## src/hw/adcc_defines.vh

```
// Register map, field positions, reset values and timing counts of the converter control block
`ifndef ADCC_DEFINES_VH
`define ADCC_DEFINES_VH

// ==================================================
// Register indices; byte address is four times the index
`define ADCC_IDX_RES_LOW 8'h24
`define ADCC_IDX_RES_HIGH 8'h25
`define ADCC_IDX_CTL 8'h26
`define ADCC_IDX_CSEL 8'h27
`define ADCC_IDX_INT_STAT 8'h28
`define ADCC_IDX_INT_MASK 8'h29

// ==================================================
// Control register fields
`define ADCC_CTL_CH_LSB 0
`define ADCC_CTL_CH_MSB 2
`define ADCC_CTL_PCFG_LSB 3
`define ADCC_CTL_PCFG_MSB 5
`define ADCC_CTL_EOC_BIT 6
`define ADCC_CTL_START_BIT 7
`define ADCC_PCFG_OFF 3'h0
`define ADCC_PCFG_ALL 3'h7

// ==================================================
// Clock select fields and divider codes
`define ADCC_CSEL_DIV_LSB 0
`define ADCC_CSEL_DIV_MSB 1
`define ADCC_CSEL_TEST_BIT 7
`define ADCC_DIV_2 2'h0
`define ADCC_DIV_8 2'h1
`define ADCC_DIV_32 2'h2
`define ADCC_LIM_2 5'h01
`define ADCC_LIM_8 5'h07
`define ADCC_LIM_32 5'h1F

// ==================================================
// Reset values
`define ADCC_RST_CH 3'h0
`define ADCC_RST_PCFG 3'h0
`define ADCC_RST_DIV 2'h0
`define ADCC_RST_RESULT 10'h000
`define ADCC_RST_MASK 1'h0

// ==================================================
// Interrupt bit, bus responses, timing
`define ADCC_INT_DONE_BIT 0
`define ADCC_RESP_OKAY 2'h0
`define ADCC_RESP_SLVERR 2'h2
`define ADCC_CONV_TICKS 16

`endif

```

## src/hw/adcc_top_unused_placeholder_removed.v

```verilog
// Shared timescale for the converter control block sources
`timescale 1ns/100ps

```

## src/hw/adcc_top.v

```verilog
// Converter control block: AXI4-Lite registers, port configuration, sequencing and interrupt
`timescale 1ns/100ps
`include "adcc_defines.vh"

module adcc_top #(
  parameter CONV_TICKS = `ADCC_CONV_TICKS,
  parameter RES_W = 10,
  parameter LINES = 8
) (
  input wire aclk,
  input wire aresetn,
  input wire ce,
  input wire [7:0] s_axi_awaddr,
  input wire [2:0] s_axi_awprot,
  input wire s_axi_awvalid,
  output wire s_axi_awready,
  input wire [31:0] s_axi_wdata,
  input wire [3:0] s_axi_wstrb,
  input wire s_axi_wvalid,
  output wire s_axi_wready,
  output reg [1:0] s_axi_bresp,
  output reg s_axi_bvalid,
  input wire s_axi_bready,
  input wire [7:0] s_axi_araddr,
  input wire [2:0] s_axi_arprot,
  input wire s_axi_arvalid,
  output wire s_axi_arready,
  output reg [31:0] s_axi_rdata,
  output reg [1:0] s_axi_rresp,
  output reg s_axi_rvalid,
  input wire s_axi_rready,
  input wire [RES_W-1:0] core_data,
  output wire [2:0] core_channel,
  output wire core_power_on,
  output wire core_clk_tick,
  output wire core_reset,
  output wire core_start,
  output wire [LINES-1:0] line_analog_en,
  output wire [LINES-1:0] line_digital_off,
  output wire [LINES-1:0] line_pullup_off,
  output wire irq
);

  // ==================================================
  // State
  reg [2:0] ch_reg;
  reg [2:0] pcfg_reg;
  reg eoc_reg;
  reg start_reg;
  reg [1:0] div_reg;
  reg test_reg;
  reg [RES_W-1:0] result_reg;
  reg int_stat_reg;
  reg int_mask_reg;
  reg aw_got_reg;
  reg [7:0] aw_addr_reg;
  reg w_got_reg;
  reg [7:0] w_data_reg;
  reg w_strb_reg;
  reg [7:0] rd_byte;
  reg rd_hit;

  wire aw_take;
  wire w_take;
  wire ar_take;
  wire wr_do;
  wire [7:0] wr_idx;
  wire [7:0] rd_idx;
  wire wr_hit;
  wire wr_ctl;
  wire wr_csel;
  wire wr_stat;
  wire wr_mask;
  wire new_start;
  wire start_rise;
  wire start_fall;
  wire conv_done;

  // ==================================================
  // AXI4-Lite handshakes
  // Address and data are latched independently; one write is answered at a time
  assign s_axi_awready = ce & ~aw_got_reg & ~s_axi_bvalid;
  assign s_axi_wready = ce & ~w_got_reg & ~s_axi_bvalid;
  assign s_axi_arready = ce & ~s_axi_rvalid;
  assign aw_take = s_axi_awvalid & s_axi_awready;
  assign w_take = s_axi_wvalid & s_axi_wready;
  assign ar_take = s_axi_arvalid & s_axi_arready;
  assign wr_do = aw_got_reg & w_got_reg & ~s_axi_bvalid;

  assign wr_idx = {2'h0, aw_addr_reg[7:2]};
  assign rd_idx = {2'h0, s_axi_araddr[7:2]};
  assign wr_hit = (wr_idx == `ADCC_IDX_RES_LOW) | (wr_idx == `ADCC_IDX_RES_HIGH) |
                  (wr_idx == `ADCC_IDX_CTL) | (wr_idx == `ADCC_IDX_CSEL) |
                  (wr_idx == `ADCC_IDX_INT_STAT) | (wr_idx == `ADCC_IDX_INT_MASK);
  // Only byte lane 0 carries register bits; other lanes are ignored
  assign wr_ctl = wr_do & w_strb_reg & (wr_idx == `ADCC_IDX_CTL);
  assign wr_csel = wr_do & w_strb_reg & (wr_idx == `ADCC_IDX_CSEL);
  assign wr_stat = wr_do & w_strb_reg & (wr_idx == `ADCC_IDX_INT_STAT);
  assign wr_mask = wr_do & w_strb_reg & (wr_idx == `ADCC_IDX_INT_MASK);

  always @(posedge aclk)
  begin
    if (!aresetn)
    begin
      aw_got_reg <= 1'b0;
      aw_addr_reg <= 8'h00;
      w_got_reg <= 1'b0;
      w_data_reg <= 8'h00;
      w_strb_reg <= 1'b0;
      s_axi_bvalid <= 1'b0;
      s_axi_bresp <= `ADCC_RESP_OKAY;
    end
    else if (ce)
    begin
      if (aw_take)
      begin
        aw_got_reg <= 1'b1;
        aw_addr_reg <= s_axi_awaddr;
      end
      if (w_take)
      begin
        w_got_reg <= 1'b1;
        w_data_reg <= s_axi_wdata[7:0];
        w_strb_reg <= s_axi_wstrb[0];
      end
      if (wr_do)
      begin
        aw_got_reg <= 1'b0;
        w_got_reg <= 1'b0;
        s_axi_bvalid <= 1'b1;
        s_axi_bresp <= wr_hit ? `ADCC_RESP_OKAY : `ADCC_RESP_SLVERR;
      end
      else if (s_axi_bvalid && s_axi_bready)
        s_axi_bvalid <= 1'b0;
    end
  end

  // ==================================================
  // Control and clock select registers
  assign new_start = w_data_reg[`ADCC_CTL_START_BIT];
  assign start_rise = wr_ctl & ~start_reg & new_start;
  assign start_fall = wr_ctl & start_reg & ~new_start;

  always @(posedge aclk)
  begin
    if (!aresetn)
    begin
      ch_reg <= `ADCC_RST_CH;
      pcfg_reg <= `ADCC_RST_PCFG;
      start_reg <= 1'b0;
      eoc_reg <= 1'b0;
      div_reg <= `ADCC_RST_DIV;
      test_reg <= 1'b0;
    end
    else if (ce)
    begin
      if (wr_ctl)
      begin
        ch_reg <= w_data_reg[`ADCC_CTL_CH_MSB:`ADCC_CTL_CH_LSB];
        pcfg_reg <= w_data_reg[`ADCC_CTL_PCFG_MSB:`ADCC_CTL_PCFG_LSB];
        start_reg <= new_start;
      end
      // A new start edge beats a completion landing in the same cycle
      if (start_rise)
        eoc_reg <= 1'b1;
      else if (conv_done)
        eoc_reg <= 1'b0;
      if (wr_csel)
      begin
        div_reg <= w_data_reg[`ADCC_CSEL_DIV_MSB:`ADCC_CSEL_DIV_LSB];
        // Test bit is stored for read-back only and drives nothing
        test_reg <= w_data_reg[`ADCC_CSEL_TEST_BIT];
      end
    end
  end

  // ==================================================
  // Result capture and interrupt
  always @(posedge aclk)
  begin
    if (!aresetn)
    begin
      result_reg <= `ADCC_RST_RESULT;
      int_stat_reg <= 1'b0;
      int_mask_reg <= `ADCC_RST_MASK;
    end
    else if (ce)
    begin
      if (conv_done)
        result_reg <= core_data;
      // Set wins over a write-one-to-clear in the same cycle
      if (conv_done)
        int_stat_reg <= 1'b1;
      else if (wr_stat && w_data_reg[`ADCC_INT_DONE_BIT])
        int_stat_reg <= 1'b0;
      if (wr_mask)
        int_mask_reg <= w_data_reg[`ADCC_INT_DONE_BIT];
    end
  end

  assign irq = int_stat_reg & int_mask_reg;

  // ==================================================
  // Read path
  always @*
  begin
    rd_byte = 8'h00;
    rd_hit = 1'b1;
    case (rd_idx)
      `ADCC_IDX_RES_LOW: rd_byte = {result_reg[1:0], 6'h00};
      `ADCC_IDX_RES_HIGH: rd_byte = result_reg[RES_W-1:2];
      `ADCC_IDX_CTL: rd_byte = {start_reg, eoc_reg, pcfg_reg, ch_reg};
      `ADCC_IDX_CSEL: rd_byte = {test_reg, 5'h00, div_reg};
      `ADCC_IDX_INT_STAT: rd_byte = {7'h00, int_stat_reg};
      `ADCC_IDX_INT_MASK: rd_byte = {7'h00, int_mask_reg};
      default: rd_hit = 1'b0;
    endcase
  end

  always @(posedge aclk)
  begin
    if (!aresetn)
    begin
      s_axi_rvalid <= 1'b0;
      s_axi_rdata <= 32'h00000000;
      s_axi_rresp <= `ADCC_RESP_OKAY;
    end
    else if (ce)
    begin
      if (ar_take)
      begin
        s_axi_rvalid <= 1'b1;
        s_axi_rdata <= {24'h000000, rd_byte};
        s_axi_rresp <= rd_hit ? `ADCC_RESP_OKAY : `ADCC_RESP_SLVERR;
      end
      else if (s_axi_rvalid && s_axi_rready)
        s_axi_rvalid <= 1'b0;
    end
  end

  // ==================================================
  // Port line configuration and power
  genvar gi;
  generate
    for (gi = 0; gi < LINES; gi = gi + 1)
    begin : g_line
      // Code 7 jumps from six lines straight to all eight; no code gives seven
      assign line_analog_en[gi] = (pcfg_reg == `ADCC_PCFG_ALL) | (gi < pcfg_reg);
      assign line_digital_off[gi] = line_analog_en[gi];
      assign line_pullup_off[gi] = line_analog_en[gi];
    end
  endgenerate

  assign core_power_on = (pcfg_reg != `ADCC_PCFG_OFF);
  assign core_channel = ch_reg;

  // ==================================================
  // Converter clock and sequencer
  adcc_clkdiv u_clkdiv (
    .aclk(aclk),
    .aresetn(aresetn),
    .ce(ce),
    .div_sel(div_reg),
    .tick(core_clk_tick)
  );

  // Completion relies on software keeping start low during the conversion
  adcc_seq #(
    .TICKS(CONV_TICKS)
  ) u_seq (
    .aclk(aclk),
    .aresetn(aresetn),
    .ce(ce),
    .start_rise(start_rise),
    .start_fall(start_fall),
    .tick(core_clk_tick),
    .core_reset(core_reset),
    .core_start(core_start),
    .done(conv_done)
  );

endmodule

```

## src/hw/adcc_clkdiv.v

```verilog
// Converter clock divider: one-cycle tick every 2, 8 or 32 system clocks
`timescale 1ns/100ps
`include "adcc_defines.vh"

module adcc_clkdiv (
  input wire aclk,
  input wire aresetn,
  input wire ce,
  input wire [1:0] div_sel,
  output reg tick
);

  reg [4:0] cnt_reg;
  reg [4:0] limit;
  reg sel_ok;

  // ==================================================
  // Divider
  always @*
  begin
    limit = `ADCC_LIM_32;
    sel_ok = 1'b1;
    case (div_sel)
      `ADCC_DIV_2: limit = `ADCC_LIM_2;
      `ADCC_DIV_8: limit = `ADCC_LIM_8;
      `ADCC_DIV_32: limit = `ADCC_LIM_32;
      // Undefined code: the converter clock stops rather than guess a rate
      default: sel_ok = 1'b0;
    endcase
  end

  always @(posedge aclk)
  begin
    if (!aresetn)
    begin
      cnt_reg <= 5'h00;
      tick <= 1'b0;
    end
    else if (ce)
    begin
      // Wrap also covers a switch to a smaller divider mid-count
      if (!sel_ok || cnt_reg >= limit)
        cnt_reg <= 5'h00;
      else
        cnt_reg <= cnt_reg + 5'h01;
      tick <= sel_ok && (cnt_reg >= limit);
    end
  end

endmodule

```

## src/hw/adcc_seq.v

```verilog
// Conversion sequencer: reset hold, start and fixed-length conversion count
`timescale 1ns/100ps
`include "adcc_defines.vh"

module adcc_seq #(
  parameter TICKS = `ADCC_CONV_TICKS,
  parameter CNT_W = 8
) (
  input wire aclk,
  input wire aresetn,
  input wire ce,
  input wire start_rise,
  input wire start_fall,
  input wire tick,
  output reg core_reset,
  output reg core_start,
  output reg done
);

  localparam ST_IDLE = 2'h0;
  localparam ST_HOLD = 2'h1;
  localparam ST_CONV = 2'h2;
  localparam integer LAST_I = TICKS - 1;
  localparam [CNT_W-1:0] LAST = LAST_I[CNT_W-1:0];

  reg [1:0] state_reg;
  reg [CNT_W-1:0] cnt_reg;

  // ==================================================
  // State machine
  always @(posedge aclk)
  begin
    if (!aresetn)
    begin
      state_reg <= ST_IDLE;
      cnt_reg <= {CNT_W{1'b0}};
      core_reset <= 1'b0;
      core_start <= 1'b0;
      done <= 1'b0;
    end
    else if (ce)
    begin
      core_start <= 1'b0;
      done <= 1'b0;
      // A rising start always wins, even over a conversion about to finish
      if (start_rise)
      begin
        state_reg <= ST_HOLD;
        core_reset <= 1'b1;
        cnt_reg <= {CNT_W{1'b0}};
      end
      else
      begin
        case (state_reg)
          ST_HOLD:
          begin
            if (start_fall)
            begin
              state_reg <= ST_CONV;
              core_reset <= 1'b0;
              core_start <= 1'b1;
            end
          end
          ST_CONV:
          begin
            if (tick)
            begin
              if (cnt_reg == LAST)
              begin
                state_reg <= ST_IDLE;
                cnt_reg <= {CNT_W{1'b0}};
                done <= 1'b1;
              end
              else
                cnt_reg <= cnt_reg + {{(CNT_W-1){1'b0}}, 1'b1};
            end
          end
          ST_IDLE:
            core_reset <= 1'b0;
          default:
          begin
            state_reg <= ST_IDLE;
            core_reset <= 1'b0;
          end
        endcase
      end
    end
  end

endmodule

```

## config.mk

```make
export PLATFORM = sky130hd
export DESIGN_NAME = adcc_top
export DESIGN_NICKNAME = d
export VERILOG_FILES = /design/src/hw/adcc_top_unused_placeholder_removed.v /design/src/hw/adcc_top.v /design/src/hw/adcc_clkdiv.v /design/src/hw/adcc_seq.v
export VERILOG_INCLUDE_DIRS = /design/src /design/src/hw
export SDC_FILE = /design/constraint.sdc
export NUM_CORES = 1
export LEC_CHECK = 0
export ABC_CLOCK_PERIOD_IN_PS = 2300
export BUFFER_PORTS_ARGS = -buffer_cell sky130_fd_sc_hd__buf_4
export CAP_MARGIN = 20
export CORE_ASPECT_RATIO = 0.7
export CORE_MARGIN = 5
export CORE_UTILIZATION = 45
export DETAILED_ROUTE_END_ITERATION = 6
export PLACE_DENSITY = 0.82
export SYNTH_ARGS = -nofsm -noshare
export SYNTH_HDL_FRONTEND = slang
export SYNTH_SLANG_ARGS = --single-unit
```

## constraint.sdc

```tcl
create_clock -name aclk -period 2.3 [get_ports aclk]
set_clock_uncertainty 0.15 [all_clocks]
set_input_delay 0.23 -clock aclk [delete_from_list [all_inputs] [get_ports aclk]]
set_output_delay 0.23 -clock aclk [all_outputs]
set_load 0.05 [all_outputs]
```

==> results of run 1 <==
==> synthesized netlist by cell type, types with 6 or more instances <==
| master | instances | area, um2 |
|---|---|---|
| sky130_fd_sc_hd__a21boi_0 | 20 | 150 |
| sky130_fd_sc_hd__a21oi_1 | 10 | 50.1 |
| sky130_fd_sc_hd__a22oi_1 | 6 | 45.0 |
| sky130_fd_sc_hd__and2_1 | 6 | 37.5 |
| sky130_fd_sc_hd__buf_2 | 8 | 40.0 |
| sky130_fd_sc_hd__buf_4 | 45 | 338 |
| sky130_fd_sc_hd__clkbuf_1 | 11 | 41.3 |
| sky130_fd_sc_hd__dfxtp_1 | 70 | 1400 |
| sky130_fd_sc_hd__ha_1 | 6 | 75.1 |
| sky130_fd_sc_hd__inv_1 | 7 | 26.3 |
| sky130_fd_sc_hd__mux2i_1 | 23 | 230 |
| sky130_fd_sc_hd__nand2_1 | 67 | 251 |
| sky130_fd_sc_hd__nand2b_1 | 7 | 43.8 |
| sky130_fd_sc_hd__nand3_1 | 15 | 75.1 |
| sky130_fd_sc_hd__nand4_1 | 6 | 37.5 |
| sky130_fd_sc_hd__nor2_1 | 16 | 60.1 |
| sky130_fd_sc_hd__nor2b_1 | 28 | 175 |
| sky130_fd_sc_hd__o21ai_0 | 13 | 65.1 |
==> worst max-delay path, cell delays in order, from the launching register on <==
cell	delay (ns)
sky130_fd_sc_hd__dfxtp_1	0.48
sky130_fd_sc_hd__and4b_1	0.49
sky130_fd_sc_hd__nand4_4	0.28
sky130_fd_sc_hd__a21oi_1	0.27
sky130_fd_sc_hd__mux2i_1	0.20
==> through the flow <==
step / setup slack, ns / hold slack, ns / instances / area (um2)
5_1_grt: 0.235 / 0.00425 / 602 / 4550
4_1_cts: 0.374 / 0.000462 / 602 / 4550
2_1_floorplan: 0.243 / 0.215 / 461 / 3910
6_report: 0.361 / 0.0105 / 602 / 4550
3_5_place_dp: 0.393 / 0.293 / 586 / 4250
3_3_place_gp: 0.475 / 0.288 / 586 / 4250
==> cells by family (layout without fill, tap and decap cells) <==
family / after synthesis / after routing / share of synthesized area
other cells: 1 / 26 / 0.000983
buf+inv: 74 / 110 / 0.124
xor+xnor: 3 / 3 / 0.00689
compound gates: 71 / 71 / 0.128
fa+ha+maj: 6 / 6 / 0.0197
simple gates: 185 / 185 / 0.282
flops: 70 / 70 / 0.367
mux: 26 / 26 / 0.0721
==> final timing paths <==
| kind | startpoint | end | slack, ns | cells past startpoint |
|---|---|---|---|---|
| max | aw_got_reg$_SDFFE_PN0P_ | u_seq.cnt_reg[6]$_SDFFE_PN0P_ | 0.36 | 4 |
| min | core_data[2] | result_reg[2]$_SDFFE_PN0P_ | 0.01 | 3 |
| max reg2reg | aw_got_reg$_SDFFE_PN0P_ | u_seq.cnt_reg[6]$_SDFFE_PN0P_ | 0.36 | 4 |
| min reg2reg | s_axi_rdata[4]$_SDFFE_PN0P_ | s_axi_rdata[4]$_SDFFE_PN0P_ | 0.30 | 2 |
==> final cells by class <==
type	count	area share
repair buffers	87	0.144
clock buffers	11	0.0534
clock inverters	5	0.0129
multi-input cells	317	0.447
well taps	105	0.0289
flip-flops and latches	70	0.308
inverters	7	0.00578
==> where the power goes <==
group / switching (mW) / internal (mW)
sequential: 0.0276 / 1.24
combinational: 0.224 / 0.106
clock: 0.519 / 0.868
total: 0.772 / 2.21
==> routing by layer <==
metal | GRT usage | vias up | wire [um] | share of wire
li1 | - | 1551 | - | -
met1 | 0.210 | 1494 | 3850 | 0.42
met2 | 0.293 | 116 | 4280 | 0.47
met3 | 0.0662 | 15 | 852 | 0.093
met4 | 0.0644 | 0 | 141 | 0.015
met5 | 0 | - | 0 | 0
==> cell usage in the layout, fill, tap and decap left out, types with 5 or more instances in the layout <==
| cell | netlist | final |
|---|---|---|
| sky130_fd_sc_hd__buf_4 | 45 | 87 |
| sky130_fd_sc_hd__dfxtp_1 | 70 | 70 |
| sky130_fd_sc_hd__nand2_1 | 67 | 67 |
| sky130_fd_sc_hd__nor2b_1 | 28 | 28 |
| sky130_fd_sc_hd__conb_1 | 1 | 26 |
| sky130_fd_sc_hd__mux2i_1 | 23 | 23 |
| sky130_fd_sc_hd__a21boi_0 | 20 | 20 |
| sky130_fd_sc_hd__nor2_1 | 16 | 16 |
| sky130_fd_sc_hd__nand3_1 | 15 | 15 |
| sky130_fd_sc_hd__o21ai_0 | 13 | 13 |
| sky130_fd_sc_hd__a21oi_1 | 10 | 10 |
| sky130_fd_sc_hd__clkbuf_16 | 0 | 9 |
| sky130_fd_sc_hd__inv_1 | 7 | 7 |
| sky130_fd_sc_hd__nand2b_1 | 7 | 7 |
| sky130_fd_sc_hd__and2_1 | 6 | 6 |
| sky130_fd_sc_hd__a22oi_1 | 6 | 6 |
| sky130_fd_sc_hd__nand4_1 | 6 | 6 |
| sky130_fd_sc_hd__ha_1 | 6 | 6 |
| sky130_fd_sc_hd__and3_1 | 5 | 5 |
==> run summary, run 1 <==
* routability cong.: 0.872
* share of cells above drive strength 1: 0.237
* total via count after detailed routing: 3176
* final routed DRC violation total: 0
* Worst Max-Slew Pin Slew: 0.520 ns
* relative slew slack: 0.653
* kind of end point of the critical path: register
* clock edge transition at the registers on the reported setup and hold paths: 0.06 ns
* initial antenna violation count: 0
* power after layout: 2.98 mW
* detailed placer's ending HPWL: 6730 um
* placeable core area: 8370 um2
* post-synthesis average cell area: 8.75 um2
* number of max-capacitance violations reported: 0
* Mapped Cells: 436
* setup TNS: 0 ns
* Clock Sinks: 70
* antenna cells: 0
* Post-CTS Repair Setup Buffers: 0
* post-cts resize count: 0
* number of endpoints failing setup at the final stage: 0
* fill cell instance count of the final layout: 730
* post-synthesis sequential area ratio: 0.367
* Detailed Route WL: 9120 um
* footprint of the multi-input gates: 2040 um2
* global route total overflow: 0
* # port buffers: 84
* # hold bufs at CTS: 0
* startpoint-to-endpoint class of the critical path: reg2reg
* fraction of registers with async set or reset after synthesis: 0
* final core occ: 0.543
* Cell variety after synth: 61
* Yosys warning total: 0
* number of DRC violations after detailed-routing iteration 0: 288
* run status: complete, no violations
* global-route total usage across every layer: 0.176
* final routed wire length divided by cell count: 15.1 um
* clk root buf: sky130_fd_sc_hd__clkbuf_16
* minimum clock period: 1.94 ns
* required time of the critical path: 2.41 ns
* dominant register cell in the synthesized netlist: sky130_fd_sc_hd__dfxtp_1
* number of ports placed on the die boundary: 149
* die height: 87.0 um
* wire length of the first global-routing pass: 14800 um
* first-pass detailed-route iteration total: 4
* CTS H-tree lvls: 3
* FF+latch count, synth: 70
* insertion delay of the later-clocked pin in the worst-skew pair: 0.33 ns
* TritonCTS clock tree: built
* RSZ-0062 raised after global routing: no
* die extent in x: 120 um
* Post-Syn Area: 3820 um2
* final layout net count: 574
* critical-path maximum fanout: 13
* max frequency: 0.516 GHz
* kind of start point of the critical path: register
* class of the tightest hold or removal check: in2reg
* number of flops mapped to enable cells by yosys: 0
* total die area: 10500 um2
* leakage: 2.00 nW
* peak supply drop: 0.295 mV
* deepest clock path buffer count: 2
* areal power density over the cells: 655 nW/um2
* fraction of the cycle the final worst path needs: 0.843
* number of clock buffers inserted by TritonCTS: 9
* pin count of the biggest net entering global routing: 52
* row cnt: 28
* via count normalized by instance count: 5.28
* Final Max Tran Viols: 0
* layout overhead on the synthesized area: 19.2%
* number of global-route vias before repair: 3079
* Starting Density: 0.456
* data arrival time of the critical path: 2.05 ns
* count of final hold-check violations: 0
* flip-flop and latch area: 1400 um2
* number of flip-flops under the largest register name: 10
* antenna-violating nets left: 0
Power figures use the tool's default switching activity.
==> run 2, diff against run 1 <==
--- a/config.mk
+++ b/config.mk
@@ -6,7 +6,7 @@
 export SDC_FILE = /design/constraint.sdc
 export NUM_CORES = 1
 export LEC_CHECK = 0
-export ABC_CLOCK_PERIOD_IN_PS = 2300
+export ABC_CLOCK_PERIOD_IN_PS = 2000
 export BUFFER_PORTS_ARGS = -buffer_cell sky130_fd_sc_hd__buf_4
 export CAP_MARGIN = 20
 export CORE_ASPECT_RATIO = 0.7
==> constraint.sdc (replaced) <==
create_clock -name aclk -period 2 [get_ports aclk]
set_clock_uncertainty 0.15 [all_clocks]
set_input_delay 0.2 -clock aclk [delete_from_list [all_inputs] [get_ports aclk]]
set_output_delay 0.2 -clock aclk [all_outputs]
set_load 0.05 [all_outputs]
==> run 2 against run 1 <==
Net effect: register-to-register slack lost 0.27 ns; maximum frequency grew 1.5%; power is 20% higher; critical path depth up 2; sequential cell count unchanged; critical endpoint is now u_clkdiv.cnt_reg[3]$_SDFFE_PN0P_; global-route usage grew 0.92 points; highest routed layer unchanged; sequential power grew 15%; sequential share of layout area fell by 1.9 points; worst setup slack got worse by 0.27 ns.
==> run summary, run 2 (synthesis results as in run 1) <==
* run status: complete, no violations, unchanged
* die extent in x: 120 um, unchanged
* kind of start point of the critical path: register, unchanged
* combinational share of power: 0.118, was 0.111
* startpoint-to-endpoint class of the critical path: reg2reg, unchanged
* global-route total usage across every layer: 0.186, was 0.176
* count of final hold-check violations: 0, unchanged
* internal portion of total power: 2.67 mW, was 2.21 mW
* RSZ-0062 raised after global routing: no, unchanged
* Starting Density: 0.456, unchanged
* number of ports placed on the die boundary: 149, unchanged
* final routed wire length divided by cell count: 15.2 um, was 15.1 um
* required time of the critical path: 2.08 ns, was 2.41 ns
* # port buffers: 84, unchanged
* fraction of the cycle the final worst path needs: 0.955, was 0.843
* routability cong.: 0.821, was 0.872
* number of endpoints failing setup at the final stage: 0, unchanged
* placeable core area: 8370 um2, unchanged
* fill cell instance count of the final layout: 687, was 730
* clk root buf: sky130_fd_sc_hd__clkbuf_16, unchanged
* initial antenna violation count: 0, unchanged
* total via count after detailed routing: 3289, was 3176
* layout overhead on the synthesized area: 26.9%, was 19.2%
* die height: 87.0 um, unchanged
* setup TNS: 0 ns, unchanged
* Reg power frac: 0.405, was 0.424
* pin count of the biggest net entering global routing: 45, was 52
* first-pass detailed-route iteration total: 4, unchanged
* global route total overflow: 0, unchanged
* Final Max Tran Viols: 0, unchanged
* antenna cells: 0, unchanged
* number of max-capacitance violations reported: 0, unchanged
* deepest clock path buffer count: 2, unchanged
* most common cell after layout, fill and taps aside: sky130_fd_sc_hd__buf_4, unchanged
* Clock Sinks: 70, unchanged
* minimum clock period: 1.91 ns, was 1.94 ns
* class of the tightest hold or removal check: in2reg, unchanged
* critical-path maximum fanout: 8, was 13
* row cnt: 28, unchanged
* total die area: 10500 um2, unchanged
* final routed DRC violation total: 0, unchanged
* areal power density over the cells: 741 nW/um2, was 655 nW/um2
* number of DRC violations after detailed-routing iteration 0: 347, was 288
* share of cells above drive strength 1: 0.236, was 0.237
* post-cts resize count: 0, unchanged
* via count normalized by instance count: 5.22, was 5.28
* post-route worst hold slack: 0.0171 ns, was 0.0105 ns
* max frequency: 0.523 GHz, was 0.516 GHz
* number of global-route vias before repair: 3267, was 3079
* data arrival time of the critical path: 1.99 ns, was 2.05 ns
* # hold bufs at CTS: 23, was 0
* clock edge transition at the registers on the reported setup and hold paths: 0.06 ns, about the same
* post-route insts no fill: 630, was 602
* number of flip-flops under the largest register name: 10, unchanged
* number of clock buffers inserted by TritonCTS: 9, unchanged
* power after layout: 3.59 mW, was 2.98 mW
* kind of end point of the critical path: register, unchanged
* Post-CTS Repair Setup Buffers: 0, unchanged
* Psw: 0.919 mW, was 0.772 mW
* placed cell count: 591, was 586
* wire length of the first global-routing pass: 15600 um, was 14800 um
* TritonCTS clock tree: built, unchanged
* leakage: 2.14 nW, was 2.00 nW
* Detailed Route WL: 9580 um, was 9120 um
* insertion delay of the later-clocked pin in the worst-skew pair: 0.34 ns, was 0.33 ns
* antenna-violating nets left: 0, unchanged
* commonest cells after routing, fill and taps aside: sky130_fd_sc_hd__buf_4, sky130_fd_sc_hd__dfxtp_1, sky130_fd_sc_hd__nand2_1, unchanged
* detailed placer's ending HPWL: 6830 um, was 6730 um
* peak supply drop: 0.371 mV, was 0.295 mV
* clock group share of total power: 0.477, was 0.465
* CTS H-tree lvls: 3, unchanged
* final layout net count: 602, was 574
* switching power as a share of total power: 0.256, was 0.259
==> run 2: cell count changes in the layout (fill, tap and decap cells not counted), moves of 2 or more <==
cell,delta
sky130_fd_sc_hd__buf_4,+5
sky130_fd_sc_hd__clkinvlp_4,-2
sky130_fd_sc_hd__dlygate4sd3_1,+23
sky130_fd_sc_hd__inv_6,+2
==> run 2: per-stage QoR <==
| step | utilization | setup slack (ns) | instance area, um2 |
|---|---|---|---|
| floorplan | - | 0.137 | 3920 |
| global placement | 0.513 | 0.246 | 4290 |
| detailed placement | 0.513 | 0.184 | 4290 |
| CTS | 0.578 | 0.104 | 4840 |
| global route | 0.578 | 0.00144 | 4840 |
| finish | 0.578 | 0.0894 | 4840 |
==> run 2: final timing paths <==
| path | startpoint | end | slack (ns) | cells after the start |
|---|---|---|---|---|
| min | s_axi_rready | s_axi_rvalid$_SDFFE_PN0P_ | 0.02 | 4 |
| max reg2reg | div_reg[1]$_SDFFE_PN0P_ | u_clkdiv.cnt_reg[3]$_SDFFE_PN0P_ | 0.09 | 6 |
| min reg2reg | w_data_reg[4]$_SDFFE_PN0P_ | w_data_reg[4]$_SDFFE_PN0P_ | 0.31 | 2 |
| max | div_reg[1]$_SDFFE_PN0P_ | u_clkdiv.cnt_reg[3]$_SDFFE_PN0P_ | 0.09 | 6 |
==> run 2: critical path, cell delays in order, from the launching register on <==
cell,delay (ns)
sky130_fd_sc_hd__dfxtp_1,0.35
sky130_fd_sc_hd__inv_1,0.09
sky130_fd_sc_hd__ha_1,0.33
sky130_fd_sc_hd__nand3_1,0.11
sky130_fd_sc_hd__o22ai_2,0.35
sky130_fd_sc_hd__nor4b_1,0.11
sky130_fd_sc_hd__o31a_1,0.31
==> run 2: cell type report <==
cell class | instances | area (um2) | share of cell area
repair buffers | 115 | 921 | 0.190
clock buffers | 9 | 225 | 0.0465
inverters | 7 | 26.3 | 0.00542
well taps | 105 | 131 | 0.0271
clock inverters | 7 | 96.3 | 0.0199
multi-input cells | 317 | 2040 | 0.422
flip-flops and latches | 70 | 1400 | 0.289
==> run 2: power groups by stage <==
stage | Sequential [mW] | Combinational (mW) | Clock (mW)
5_1_grt | 1.46 | 0.454 | 1.81
4_1_cts | 1.45 | 0.420 | 1.74
6_report | 1.45 | 0.425 | 1.71
2_1_floorplan | 1.49 | 0.307 | 0
3_5_place_dp | 1.48 | 0.382 | 0
3_3_place_gp | 1.48 | 0.375 | 0
==> run 2: metal layers <==
metal,up-vias,wire length [um],GRT usage
li1,1607,-,-
met1,1547,4060,0.217
met2,114,4630,0.323
met3,21,677,0.0604
met4,0,207,0.0644
met5,-,0,0
==> run 3, diff against run 2 <==
--- a/config.mk
+++ b/config.mk
@@ -12,6 +12,7 @@
 export CORE_ASPECT_RATIO = 0.7
 export CORE_MARGIN = 5
 export CORE_UTILIZATION = 45
+export CTS_BUF_LIST = sky130_fd_sc_hd__clkbuf_2 sky130_fd_sc_hd__clkbuf_4 sky130_fd_sc_hd__clkbuf_8
 export DETAILED_ROUTE_END_ITERATION = 6
 export PLACE_DENSITY = 0.82
 export SYNTH_ARGS = -nofsm -noshare
==> run 3 against run 2 <==
Net effect: via count up 0.24%; sequential power is essentially flat; sequential cell count did not move; first-iteration DRC count down 10%; worst setup slack gained 0.065 ns; design area is 1.6% lower; hold slack gained 0.023 ns; register-to-register slack better by 0.06 ns.
==> run summary, run 3 (synthesis results as in run 1) <==
* Clock Sinks: 70, unchanged
* Starting Density: 0.456, unchanged
* die extent in x: 120 um, unchanged
* pin count of the biggest net entering global routing: 45, unchanged
* # port buffers: 84, unchanged
* most common cell after layout, fill and taps aside: sky130_fd_sc_hd__buf_4, unchanged
* startpoint-to-endpoint class of the critical path: reg2reg, unchanged
* deepest clock path buffer count: 2, unchanged
* layout overhead on the synthesized area: 24.9%, was 26.9%
* kind of start point of the critical path: register, unchanged
* RSZ-0062 raised after global routing: no, unchanged
* required time of the critical path: 2.09 ns, was 2.08 ns
* number of global-route vias before repair: 3261, was 3267
* peak supply drop: 0.269 mV, was 0.371 mV
* wire length of the first global-routing pass: 15400 um, was 15600 um
* share of cells above drive strength 1: 0.235, was 0.236
* max frequency: 0.542 GHz, was 0.523 GHz
* first-pass detailed-route iteration total: 4, unchanged
* detailed placer's ending HPWL: 6830 um, unchanged
* leakage: 2.11 nW, was 2.14 nW
* minimum clock period: 1.85 ns, was 1.91 ns
* placeable core area: 8370 um2, unchanged
* power after layout: 3.14 mW, was 3.59 mW
* row cnt: 28, unchanged
* clk root buf: sky130_fd_sc_hd__clkbuf_8, was sky130_fd_sc_hd__clkbuf_16
* final routed wire length divided by cell count: 15.0 um, was 15.2 um
* total die area: 10500 um2, unchanged
* global-route total usage across every layer: 0.182, was 0.186
* post-route worst hold slack: 0.0399 ns, was 0.0171 ns
* kind of end point of the critical path: register, unchanged
* CP top delay family: compound AO/OA/AOI/OAI gates, unchanged
* Post-CTS Repair Setup Buffers: 0, unchanged
* Detailed Route WL: 9510 um, was 9580 um
* commonest cells after routing, fill and taps aside: sky130_fd_sc_hd__buf_4, sky130_fd_sc_hd__dfxtp_1, sky130_fd_sc_hd__nand2_1, unchanged
* Placed Area: 4290 um2, unchanged
* CTS H-tree lvls: 3, unchanged
* TritonCTS clock tree: built, unchanged
* Final Max Tran Viols: 0, unchanged
* count of final hold-check violations: 0, unchanged
* clock edge transition at the registers on the reported setup and hold paths: 0.08 ns, was 0.06 ns
* via count normalized by instance count: 5.21, was 5.22
* number of max-capacitance violations reported: 0, unchanged
* Critical-path top delay cell: sky130_fd_sc_hd__dfxtp_1, unchanged
* number of flip-flops under the largest register name: 10, unchanged
* fill cell instance count of the final layout: 691, was 687
* routability cong.: 0.821, unchanged
* number of clock buffers inserted by TritonCTS: 9, unchanged
* number of DRC violations after detailed-routing iteration 0: 312, was 347
* fraction of the cycle the final worst path needs: 0.923, was 0.955
* final layout net count: 604, was 602
* areal power density over the cells: 660 nW/um2, was 741 nW/um2
* number of ports placed on the die boundary: 149, unchanged
* initial antenna violation count: 0, unchanged
* cells along the critical path: inv_1 -> ha_1 -> nand3_1 -> o22ai_2 -> nor4b_1 -> o31a_1, unchanged
* critical-path maximum fanout: 8, unchanged
* class of the tightest hold or removal check: in2reg, unchanged
* post-route standard cell area excluding fillers: 4760 um2, was 4840 um2
* setup TNS: 0 ns, unchanged
* buffering stage count on the worst path with inverters included: 1, unchanged
* data arrival time of the critical path: 1.94 ns, was 1.99 ns
* antenna-violating nets left: 0, unchanged
* die height: 87.0 um, unchanged
* final routed DRC violation total: 0, unchanged
* peak per-stage delay on the critical path: 0.36 ns, was 0.35 ns
* run status: complete, no violations, unchanged
* total via count after detailed routing: 3297, was 3289
* number of endpoints failing setup at the final stage: 0, unchanged
* insertion delay of the later-clocked pin in the worst-skew pair: 0.35 ns, was 0.34 ns
* global route total overflow: 0, unchanged
-- run 3: cell count changes in the layout (fill, tap and decap cells not counted) --
| cell | delta |
|---|---|
| sky130_fd_sc_hd__clkbuf_16 | -9 |
| sky130_fd_sc_hd__clkbuf_8 | +9 |
| sky130_fd_sc_hd__dlygate4sd3_1 | +2 |
| sky130_fd_sc_hd__diode_2 | +1 |
-- run 3: area by class of cell --
type,count,area (um2),area share
Multi-Input combinational cell,317,2040,0.429
Sequential cell,70,1400,0.294
Timing Repair Buffer,117,941,0.197
Tap cell,105,131,0.0276
Clock buffer,9,124,0.0260
Clock inverter,7,96.3,0.0202
Inverter,7,26.3,0.00551
Antenna cell,1,2.50,0.000525
-- run 3: per-stage QoR --
step / cells / utilization / setup slack (ns)
2_1_floorplan: 461 / - / 0.137
3_3_place_gp: 591 / 0.513 / 0.246
3_5_place_dp: 591 / 0.513 / 0.184
4_1_cts: 632 / 0.569 / 0.156
5_1_grt: 632 / 0.569 / 0.0364
6_report: 633 / 0.569 / 0.154
-- run 3: final timing paths --
check,from,endpoint,slack [ns],cells after the start
worst min register to register,w_data_reg[4]$_SDFFE_PN0P_,w_data_reg[4]$_SDFFE_PN0P_,0.31,2
worst max register to register,div_reg[1]$_SDFFE_PN0P_,u_clkdiv.cnt_reg[4]$_SDFFE_PN0P_,0.15,6
worst max-delay path,div_reg[1]$_SDFFE_PN0P_,u_clkdiv.cnt_reg[4]$_SDFFE_PN0P_,0.15,6
worst min-delay path,s_axi_araddr[6],s_axi_rresp[1]$_SDFFE_PN0P_,0.04,3
-- run 3: repair_timing --
item                                   CTS  global route
gates resized for setup                  0             0
endpoints found under the hold margin   25             0
hold buffers                            25             0
-- run 3: worst min-delay path, cell delays in order --
cell and delay [ns]:
sky130_fd_sc_hd__buf_4 0.08, sky130_fd_sc_hd__nor2b_1 0.06, sky130_fd_sc_hd__a31oi_1 0.16
-- run 3: report_power, final --
| part | total (mW) | switching (mW) | internal (mW) |
|---|---|---|---|
| clock network | 1.27 | 0.560 | 0.708 |
| logic | 0.426 | 0.269 | 0.157 |
| registers | 1.45 | 0.0317 | 1.42 |
-- run 3: metal layers --
layer	vias to the layer above	routed length [um]	track usage
li1	1608	-	-
met1	1542	3980	0.215
met2	127	4600	0.318
met3	20	741	0.0545
met4	0	185	0.0593
met5	-	0	0
